==> src/inc/sleep_ctl_cfg.svh <==
// Constants for the sleep mode power controller
`ifndef SLEEP_CTL_CFG_SVH
`define SLEEP_CTL_CFG_SVH

`define MODE_IDLE 3'h0
`define MODE_PDOWN 3'h2
`define MODE_PSAVE 3'h3
`define MODE_SBY 3'h6
`define MODE_XSBY 3'h7

`define SYS_CLK_MHZ 10
`define HOLD_CYCLES 16'h0004
`define SBY_WAKE_CYCLES 16'h0006
`define DLY0_CYCLES 16'h0102
`define DLY1_CYCLES 16'h0400
`define DLY2_CYCLES 16384
`define DLY3_TIME_US 4100
`define DLY3_CYCLES (`DLY3_TIME_US * `SYS_CLK_MHZ)

`define BROWNOUT_OFF_CODE 3'h7
`define PERIPH_N 8
`define WAKE_N 9

`endif

==> src/inc/sleep_ctl_pkg.sv <==
// Types for the sleep mode power controller
package sleep_ctl_pkg;
	typedef enum logic [3:0] {
		ST_ACTIVE = 4'h1,
		ST_SLEEP = 4'h2,
		ST_START = 4'h4,
		ST_HOLD = 4'h8
	} pm_state_t;
endpackage : sleep_ctl_pkg

==> src/rtl/sleep_mode_power_controller.sv <==
// Sleep mode decode, clock gating and wake-up sequencing
`timescale 1ns/100ps
`include "sleep_ctl_cfg.svh"

module sleep_mode_power_controller #(
	parameter logic [15:0] DLY2_CYCLES = 16'(`DLY2_CYCLES),
	parameter logic [15:0] DLY3_CYCLES = 16'(`DLY3_CYCLES)
) (
	// Clock, reset, enable
	input wire logic sys_clk_in,
	input wire logic sys_rst_in,
	input wire logic clk_en_in,
	// Core sleep request
	input wire logic sleep_arm_bit_in,
	input wire logic [2:0] sleep_mode_select_in,
	input wire logic sleep_exec_in,
	input wire logic core_irq_in,
	input wire logic global_irq_en_in,
	// Fuses
	input wire logic [3:0] clock_source_fuses_in,
	input wire logic [2:0] brownout_threshold_fuses_in,
	input wire logic debug_enable_fuse_in,
	input wire logic boundary_port_enable_fuse_in,
	input wire logic boundary_port_disable_bit_in,
	// Asynchronous wake sources
	input wire logic ext_reset_in,
	input wire logic wdt_reset_in,
	input wire logic wdt_irq_in,
	input wire logic brownout_reset_in,
	input wire logic two_wire_match_in,
	input wire logic ext_level_irq_in,
	input wire logic pin_change_irq_in,
	input wire logic timer_two_ovf_in,
	input wire logic timer_two_cmp_in,
	// Timer two setup
	input wire logic [1:0] timer_two_irq_mask_in,
	input wire logic timer_two_enable_in,
	input wire logic timer_two_async_in,
	// Peripheral setup
	input wire logic [7:0] peripheral_clock_gate_reg_in,
	input wire logic adc_enable_in,
	input wire logic adc_conv_start_in,
	input wire logic comparator_enable_in,
	input wire logic comparator_uses_ref_in,
	input wire logic wdt_enable_in,
	// Clock domain enables
	output logic cpu_clk_en_out,
	output logic flash_clk_en_out,
	output logic io_clk_en_out,
	output logic adc_clk_en_out,
	output logic async_clk_en_out,
	output logic main_osc_en_out,
	output logic timer_osc_en_out,
	output logic timer_two_sync_clk_en_out,
	output logic [7:0] periph_clk_en_out,
	output logic [7:0] periph_access_en_out,
	// Analog and support blocks
	output logic adc_keep_on_out,
	output logic adc_extended_conv_out,
	output logic comparator_en_out,
	output logic vref_en_out,
	output logic brownout_en_out,
	output logic wdt_run_out,
	output logic input_buf_en_out,
	output logic debug_en_out,
	// Core status
	output logic core_hold_out,
	output logic irq_deliver_out,
	output logic reset_wake_out,
	output logic sleeping_out
);

	sleep_ctl_pkg::pm_state_t state_reg;
	sleep_ctl_pkg::pm_state_t state_next;
	logic [15:0] cnt_reg;
	logic [15:0] cnt_next;
	logic [2:0] mode_reg;
	logic [2:0] mode_next;
	logic lvl_only_reg;
	logic lvl_only_next;
	logic irq_ok_reg;
	logic irq_ok_next;
	logic rst_wake_reg;
	logic rst_wake_next;
	logic irq_pulse_reg;
	logic irq_pulse_next;
	logic rst_pulse_reg;
	logic rst_pulse_next;
	logic ext_conv_reg;
	logic adc_en_d_reg;
	logic [`WAKE_N-1:0] sync1_reg;
	logic [`WAKE_N-1:0] sync2_reg;

	// Two-stage synchronisers on every asynchronous wake pin
	wire [`WAKE_N-1:0] wake_raw = {
		ext_reset_in,
		wdt_reset_in,
		brownout_reset_in,
		wdt_irq_in,
		two_wire_match_in,
		ext_level_irq_in,
		pin_change_irq_in,
		timer_two_ovf_in,
		timer_two_cmp_in
	};

	genvar gi;
	generate
		for (gi = 0; gi < `WAKE_N; gi = gi + 1) begin : g_sync
			always_ff @(posedge sys_clk_in) begin
				if (sys_rst_in) begin
					sync1_reg[gi] <= 1'b0;
					sync2_reg[gi] <= 1'b0;
				end else if (clk_en_in) begin
					sync1_reg[gi] <= wake_raw[gi];
					sync2_reg[gi] <= sync1_reg[gi];
				end
			end
		end
	endgenerate

	wire ext_rst_s = sync2_reg[8];
	wire wdt_rst_s = sync2_reg[7];
	wire bor_s = sync2_reg[6];
	wire wdt_irq_s = sync2_reg[5];
	wire addr_match_s = sync2_reg[4];
	wire ext_lvl_s = sync2_reg[3];
	wire pin_chg_s = sync2_reg[2];
	wire t2_ovf_s = sync2_reg[1];
	wire t2_cmp_s = sync2_reg[0];

	// Mode decode
	wire xtal_clk = clock_source_fuses_in[3];
	wire m_idle = (mode_reg == `MODE_IDLE);
	wire m_pdown = (mode_reg == `MODE_PDOWN);
	wire m_psave = (mode_reg == `MODE_PSAVE);
	wire m_sby = (mode_reg == `MODE_SBY);
	wire m_xsby = (mode_reg == `MODE_XSBY);
	wire m_timer_kept = m_psave | m_xsby;
	wire m_osc_kept = m_sby | m_xsby;

	// Codes 001, 100, 101 and Standby without a crystal are ignored
	wire sel_ok =
		(sleep_mode_select_in == `MODE_IDLE) |
		(sleep_mode_select_in == `MODE_PDOWN) |
		(sleep_mode_select_in == `MODE_PSAVE) |
		(((sleep_mode_select_in == `MODE_SBY) |
		(sleep_mode_select_in == `MODE_XSBY)) & xtal_clk);

	// The sleep instruction without the arm bit is a no-op
	wire sleep_go = sleep_exec_in & sleep_arm_bit_in & sel_ok;

	// Wake source qualification
	wire wake_rst = ext_rst_s | wdt_rst_s | bor_s;
	wire deep_irq = wdt_irq_s | addr_match_s | ext_lvl_s | pin_chg_s;
	wire t2_evt = timer_two_enable_in & global_irq_en_in &
		((t2_ovf_s & timer_two_irq_mask_in[0]) |
		(t2_cmp_s & timer_two_irq_mask_in[1]));
	wire wake_irq =
		m_idle ? (core_irq_in | deep_irq | t2_evt) :
		m_timer_kept ? (deep_irq | t2_evt) : deep_irq;
	wire lvl_only = ext_lvl_s & ~(wdt_irq_s | addr_match_s |
		pin_chg_s | t2_evt | (m_idle & core_irq_in));

	// Stabilisation delay chosen by the clock source fuses
	wire [15:0] fuse_dly =
		(clock_source_fuses_in[1:0] == 2'h0) ? `DLY0_CYCLES :
		(clock_source_fuses_in[1:0] == 2'h1) ? `DLY1_CYCLES :
		(clock_source_fuses_in[1:0] == 2'h2) ? DLY2_CYCLES :
		DLY3_CYCLES;

	// Standby keeps the oscillator, so only a short count is needed
	wire [15:0] wake_dly = m_osc_kept ? `SBY_WAKE_CYCLES : fuse_dly;

	wire cnt_last = (cnt_reg == 16'h0001);
	wire [15:0] cnt_dec = cnt_reg - 16'h0001;

	// Sequencer
	always_comb begin
		state_next = state_reg;
		cnt_next = cnt_reg;
		mode_next = mode_reg;
		lvl_only_next = lvl_only_reg;
		irq_ok_next = irq_ok_reg;
		rst_wake_next = rst_wake_reg;
		irq_pulse_next = 1'b0;
		rst_pulse_next = 1'b0;
		case (state_reg)
			sleep_ctl_pkg::ST_ACTIVE: begin
				if (sleep_go) begin
					mode_next = sleep_mode_select_in;
					state_next = sleep_ctl_pkg::ST_SLEEP;
				end
			end
			sleep_ctl_pkg::ST_SLEEP: begin
				if (wake_rst | wake_irq) begin
					rst_wake_next = wake_rst;
					lvl_only_next = ~wake_rst & lvl_only;
					irq_ok_next = 1'b1;
					if (m_idle) begin
						// Idle keeps the oscillator and I/O clocks running, no start-up needed
						if (wake_rst) begin
							state_next = sleep_ctl_pkg::ST_ACTIVE;
							rst_pulse_next = 1'b1;
						end else begin
							state_next = sleep_ctl_pkg::ST_HOLD;
							cnt_next = `HOLD_CYCLES;
						end
					end else begin
						state_next = sleep_ctl_pkg::ST_START;
						cnt_next = wake_dly;
					end
				end
			end
			sleep_ctl_pkg::ST_START: begin
				cnt_next = cnt_dec;
				if (cnt_last) begin
					if (rst_wake_reg) begin
						state_next = sleep_ctl_pkg::ST_ACTIVE;
						rst_pulse_next = 1'b1;
					end else if (lvl_only_reg & ~ext_lvl_s) begin
						// Level gone before start-up ended: wake, no irq
						state_next = sleep_ctl_pkg::ST_ACTIVE;
						irq_ok_next = 1'b0;
					end else begin
						state_next = sleep_ctl_pkg::ST_HOLD;
						cnt_next = `HOLD_CYCLES;
					end
				end
			end
			sleep_ctl_pkg::ST_HOLD: begin
				cnt_next = cnt_dec;
				if (cnt_last) begin
					state_next = sleep_ctl_pkg::ST_ACTIVE;
					irq_pulse_next = irq_ok_reg;
				end
			end
			default: begin
				state_next = sleep_ctl_pkg::ST_ACTIVE;
				cnt_next = 16'h0000;
			end
		endcase
	end

	always_ff @(posedge sys_clk_in) begin
		if (sys_rst_in) begin
			state_reg <= sleep_ctl_pkg::ST_ACTIVE;
			cnt_reg <= 16'h0000;
			mode_reg <= 3'h0;
			lvl_only_reg <= 1'b0;
			irq_ok_reg <= 1'b0;
			rst_wake_reg <= 1'b0;
			irq_pulse_reg <= 1'b0;
			rst_pulse_reg <= 1'b0;
		end else if (clk_en_in) begin
			state_reg <= state_next;
			cnt_reg <= cnt_next;
			mode_reg <= mode_next;
			lvl_only_reg <= lvl_only_next;
			irq_ok_reg <= irq_ok_next;
			rst_wake_reg <= rst_wake_next;
			irq_pulse_reg <= irq_pulse_next;
			rst_pulse_reg <= rst_pulse_next;
		end
	end

	// Clock domain plan, computed ahead and registered
	wire st_active = (state_next == sleep_ctl_pkg::ST_ACTIVE);
	wire st_hold = (state_next == sleep_ctl_pkg::ST_HOLD);
	wire st_asleep = ~st_active & ~st_hold;
	wire nm_idle = (mode_next == `MODE_IDLE);
	wire nm_timer = (mode_next == `MODE_PSAVE) | (mode_next == `MODE_XSBY);
	wire nm_osc = (mode_next == `MODE_SBY) | (mode_next == `MODE_XSBY);
	wire awake = st_active | st_hold;
	wire idle_sleep = st_asleep & nm_idle;
	wire deep_sleep = st_asleep & ~nm_idle;

	// CPU stays gated through the whole start-up and hold
	wire cpu_en_n = st_active;
	wire io_en_n = awake | idle_sleep;
	wire t2_kept = deep_sleep & nm_timer & timer_two_enable_in;
	wire t2_sync_n = (awake | idle_sleep) |
		(t2_kept & ~timer_two_async_in);
	wire async_en_n = awake | idle_sleep |
		(t2_kept & timer_two_async_in);
	wire tosc_en_n = timer_two_async_in &
		(awake | idle_sleep | t2_kept);
	wire dbg_en = debug_enable_fuse_in & boundary_port_enable_fuse_in &
		~boundary_port_disable_bit_in;
	// A timer on the sync clock still needs the main oscillator
	wire osc_en_n = awake | idle_sleep | (deep_sleep & nm_osc) |
		(t2_kept & ~timer_two_async_in) | debug_enable_fuse_in;
	// Gate bits matter to the peripheral clocks only while the I/O clock runs at all; access enables follow them always
	wire [7:0] pclk_n = {8{io_en_n}} &
		~peripheral_clock_gate_reg_in;
	wire [7:0] pacc_n = ~peripheral_clock_gate_reg_in;
	wire cmp_en_n = comparator_enable_in & ~deep_sleep;
	wire bod_on = (brownout_threshold_fuses_in != `BROWNOUT_OFF_CODE);
	wire vref_n = bod_on | adc_enable_in |
		(comparator_enable_in & comparator_uses_ref_in);
	wire inbuf_n = io_en_n;

	always_ff @(posedge sys_clk_in) begin
		if (sys_rst_in) begin
			cpu_clk_en_out <= 1'b1;
			flash_clk_en_out <= 1'b1;
			io_clk_en_out <= 1'b1;
			adc_clk_en_out <= 1'b1;
			async_clk_en_out <= 1'b1;
			main_osc_en_out <= 1'b1;
			timer_osc_en_out <= 1'b0;
			timer_two_sync_clk_en_out <= 1'b1;
			periph_clk_en_out <= 8'hff;
			periph_access_en_out <= 8'hff;
			comparator_en_out <= 1'b0;
			vref_en_out <= 1'b0;
			brownout_en_out <= 1'b0;
			wdt_run_out <= 1'b0;
			adc_keep_on_out <= 1'b0;
			input_buf_en_out <= 1'b1;
			debug_en_out <= 1'b0;
		end else if (clk_en_in) begin
			cpu_clk_en_out <= cpu_en_n;
			flash_clk_en_out <= cpu_en_n;
			io_clk_en_out <= io_en_n;
			adc_clk_en_out <= io_en_n;
			async_clk_en_out <= async_en_n;
			main_osc_en_out <= osc_en_n;
			timer_osc_en_out <= tosc_en_n;
			timer_two_sync_clk_en_out <= t2_sync_n;
			periph_clk_en_out <= pclk_n;
			periph_access_en_out <= pacc_n;
			comparator_en_out <= cmp_en_n;
			vref_en_out <= vref_n;
			brownout_en_out <= bod_on;
			wdt_run_out <= wdt_enable_in;
			adc_keep_on_out <= adc_enable_in;
			input_buf_en_out <= inbuf_n;
			debug_en_out <= dbg_en;
		end
	end

	// Converter re-enable tracking; a new switch-off wins over a start
	wire adc_off_edge = adc_en_d_reg & ~adc_enable_in;
	wire ext_conv_clr = adc_conv_start_in & adc_enable_in;

	always_ff @(posedge sys_clk_in) begin
		if (sys_rst_in) begin
			adc_en_d_reg <= 1'b0;
			ext_conv_reg <= 1'b1;
		end else if (clk_en_in) begin
			adc_en_d_reg <= adc_enable_in;
			if (adc_off_edge) begin
				ext_conv_reg <= 1'b1;
			end else if (ext_conv_clr) begin
				ext_conv_reg <= 1'b0;
			end
		end
	end

	assign adc_extended_conv_out = ext_conv_reg;
	assign core_hold_out = (state_reg != sleep_ctl_pkg::ST_ACTIVE);
	assign irq_deliver_out = irq_pulse_reg;
	assign reset_wake_out = rst_pulse_reg;
	assign sleeping_out = (state_reg == sleep_ctl_pkg::ST_SLEEP);

endmodule : sleep_mode_power_controller

==> config.mk <==
export PLATFORM = sky130hd
export DESIGN_NAME = sleep_mode_power_controller
export DESIGN_NICKNAME = d
export VERILOG_FILES = /design/src/inc/sleep_ctl_pkg.sv /design/src/rtl/sleep_mode_power_controller.sv
export VERILOG_INCLUDE_DIRS = /design/src /design/src/inc
export SDC_FILE = /design/constraint.sdc
export NUM_CORES = 1
export LEC_CHECK = 0
export BUFFER_PORTS_ARGS = -buffer_cell sky130_fd_sc_hd__buf_2
export CORE_UTILIZATION = 54
export DETAILED_ROUTE_END_ITERATION = 8
export GPL_TIMING_DRIVEN = 1
export PLACE_DENSITY = 0.8
export SLEW_MARGIN = 20
export SYNTH_ARGS = -nofsm -noshare
export SYNTH_HDL_FRONTEND = slang
export SYNTH_SLANG_ARGS = --single-unit
==> constraint.sdc <==
create_clock -name sys_clk_in -period 2.8 [get_ports sys_clk_in]
set_clock_uncertainty 0.15 [all_clocks]
set_input_delay 0.14 -clock sys_clk_in [delete_from_list [all_inputs] [get_ports sys_clk_in]]
set_output_delay 0.14 -clock sys_clk_in [all_outputs]
set_load 0.005 [all_outputs]
==> reports/qor.yml <==
drt:
  drt_iter0_markers: 178
  via_count: 3548
  wl_per_cell_um: 15.6
  ant_nets: 0
  first_pass_iters: 6
  wirelength_um: 9540
  viasPerCell: 5.80
  drc: 0
final_layout:
  fill_cells: 500
  largest_reg_flops: 16
  mostFrequentLayoutCell: "buf_2"
  nets: 578
  seq_area_mm2: 0.00150
  layout-drive-gt1-share: 0.254
  fin_cells: 612
  multi_input_area_mm2: 0.00203
  most-common-layout-cells: "buf_2 (80), dfxtp_1 (75), nor2_1 (44)"
  area.growth.synth_to_final_pct: 25.6
  diodes: 0
synthesis:
  yosys_warnings: 0
  synth_edf_count: 0
  synth_cells: 428
  syn-cell-area_mm2: 0.00371
  synth_cell_types: 68
  synth-seq-area-share: 0.404
  async_flop_share: 0
  avgSynthCellArea_um2: 8.67
  syn-num-nets: 476
  ys_ff_latch: 75
  dominantRegCellSynth: "dfxtp_1"
clocking:
  ctsRootBufferMaster: "clkbuf_8"
  insertion_delay_ns: 0.35
  cts_tree: "done"
  clock-sinks: 75
  numCtsBuffers: 9
  clkTransAtPathRegs_ns: 0.08
  clockBufferDepth: 2
  htreeDepth: 3
setup_path:
  cpPeakStageDelay_ns: 0.63
  crit_type: "flop to flop"
  cp.arrival_ns: 2.72
  r2r_setup_slack_ns: 0.17
  cp.buffers_inverters: 0
  crit_required_ns: 2.90
  end_kind: "flop"
  cp_cell_sequence: "or4b_4, nor4b_4, o21ai_2, nor3b_2, nand3_1, a211o_1"
  crit_slowest_cell: "or4b_4"
  startpoint_type: "flop"
  cpLargestDelayFamily: "simple AND/OR/NAND/NOR gates"
  critPathMaxFanout: 9
global_routing:
  antenna_found_initial: 0
  grt_usage: 0.281
  grt_first_pass_wirelength_um: 16100
  grt_start_max_net_pins: 48
  first_global_vias: 3486
  grt-ovfl-total: 0
sta:
  slew_viol_final: 0
  timing.final.crit_share: 0.938
  layout_min_cycle_time_ns: 2.63
  fmax_mhz: 381
  worst_slew_pin_slew_ns: 0.599
  rsz0062_at_grt: "false"
  timing.hold.ws_ns: 0.00810
  setup_viol: 0
  tns_ns: 0
  worst_slew_margin_rel: 0.600
  fin_ws_ns: 0.174
  hold_viol_final: 0
placed_design:
  gp_congestion: 0.896
  pre_cts_ws_ns: 0.211
  io_buffers: 80
  dp_hpwl_um: 6380
  dp.cells: 569
pwr:
  powerDensity_mw_per_mm2: 523
  ir_worst_vdd_mv: 0.388
  p_leak_uw: 0.00190
floorplan:
  die_w_um: 84.9
  ioPinCount: 82
  dieArea_mm2: 0.00721
  start_util: 0.572
  core_area_mm2: 0.00649
  rows: 29
  die_y_um: 84.9
status:
  outcome: "finished clean"
job:
  drv_cap: 0
min_path:
  holdCritPathClass: "primary input to flop"
-- cell families after synthesis --
family	share of synthesized area
flip-flops	0.404
AND/OR/NAND/NOR	0.277
XOR/XNOR	0.00708
multiplexers	0.0654
adder cells (fa/ha/maj)	0.00674
buffers and inverters	0.0512
AO/OA/AOI/OAI	0.188
-- worst min-delay path, cell delays in order --
cell,delay (ns)
buf_2,0.10
nand3_1,0.09
mux2i_1,0.07
nor2_1,0.08
-- per-layer routing --
layer	track usage	wire (µm)	vias up
met5	0	0	-
met4	0.119	157	0
met3	0.0671	617	15
met2	0.485	4760	110
met1	0.337	4010	1673
li1	-	-	1750
-- final cells by class --
type	count	share of cell area
multi-input cells	313	0.435
clock buffers	12	0.0333
inverters	11	0.00886
repair buffers	120	0.165
well taps	77	0.0207
clock inverters	4	0.0156
flip-flops and latches	75	0.322
-- per-stage QoR --
stage / util / power, µW / cell area [µm²]
floorplan: - / 1360 / 3710
global placement: 0.640 / 1460 / 4160
detailed placement: 0.640 / 1470 / 4160
CTS: 0.717 / 2440 / 4660
global route: 0.718 / 2540 / 4660
finish: 0.718 / 2440 / 4660
-- repair_timing --
item / in CTS / in global routing
setup endpoints to repair: 0 / 2
hold buffers: 27 / 0
resized for setup: 0 / 1
buffers inserted: 0 / 0
endpoints found under the hold margin: 35 / 0
-- report_power, final --
part           internal (µW)  total (µW)  switching [µW]  leakage (µW)
clock network            550         956             406      0.000113
registers               1110        1140            33.9      0.000615
logic                    161         339             179       0.00117
-- synthesized netlist by cell type (3+ instances only) --
library cell,n,area share
nand3b_1,12,0.024
a31oi_1,3,0.0051
buf_2,4,0.0054
nand3_1,11,0.015
nor2b_1,6,0.010
buf_6,3,0.0091
dfxtp_1,75,0.40
nand4b_1,3,0.0071
buf_1,5,0.0051
clkbuf_1,13,0.013
nor2_1,44,0.044
or3_1,7,0.012
a22o_1,3,0.0071
buf_4,3,0.0061
o2bb2ai_1,3,0.0071
a21oi_1,34,0.046
o32ai_1,3,0.0071
mux2i_1,22,0.059
nor3_1,15,0.020
nand2_1,33,0.033
nand2b_1,9,0.015
and3_1,3,0.0051
nor4b_4,3,0.019
inv_1,11,0.011
or2_2,9,0.015
nor4_1,4,0.0067
a211o_1,4,0.0094
a211oi_1,4,0.0081
o21ai_0,27,0.036
-- final timing paths --
path | startpoint | to | cells after the start
hold / removal | brownout_threshold_fuses_in[2] | brownout_en_out | 4
setup / recovery | state_reg[2] | async_clk_en_out | 6
hold reg to reg | lvl_only_reg | lvl_only_reg | 2
setup reg to reg | state_reg[2] | async_clk_en_out | 6
(Power assumes the default switching activity.)
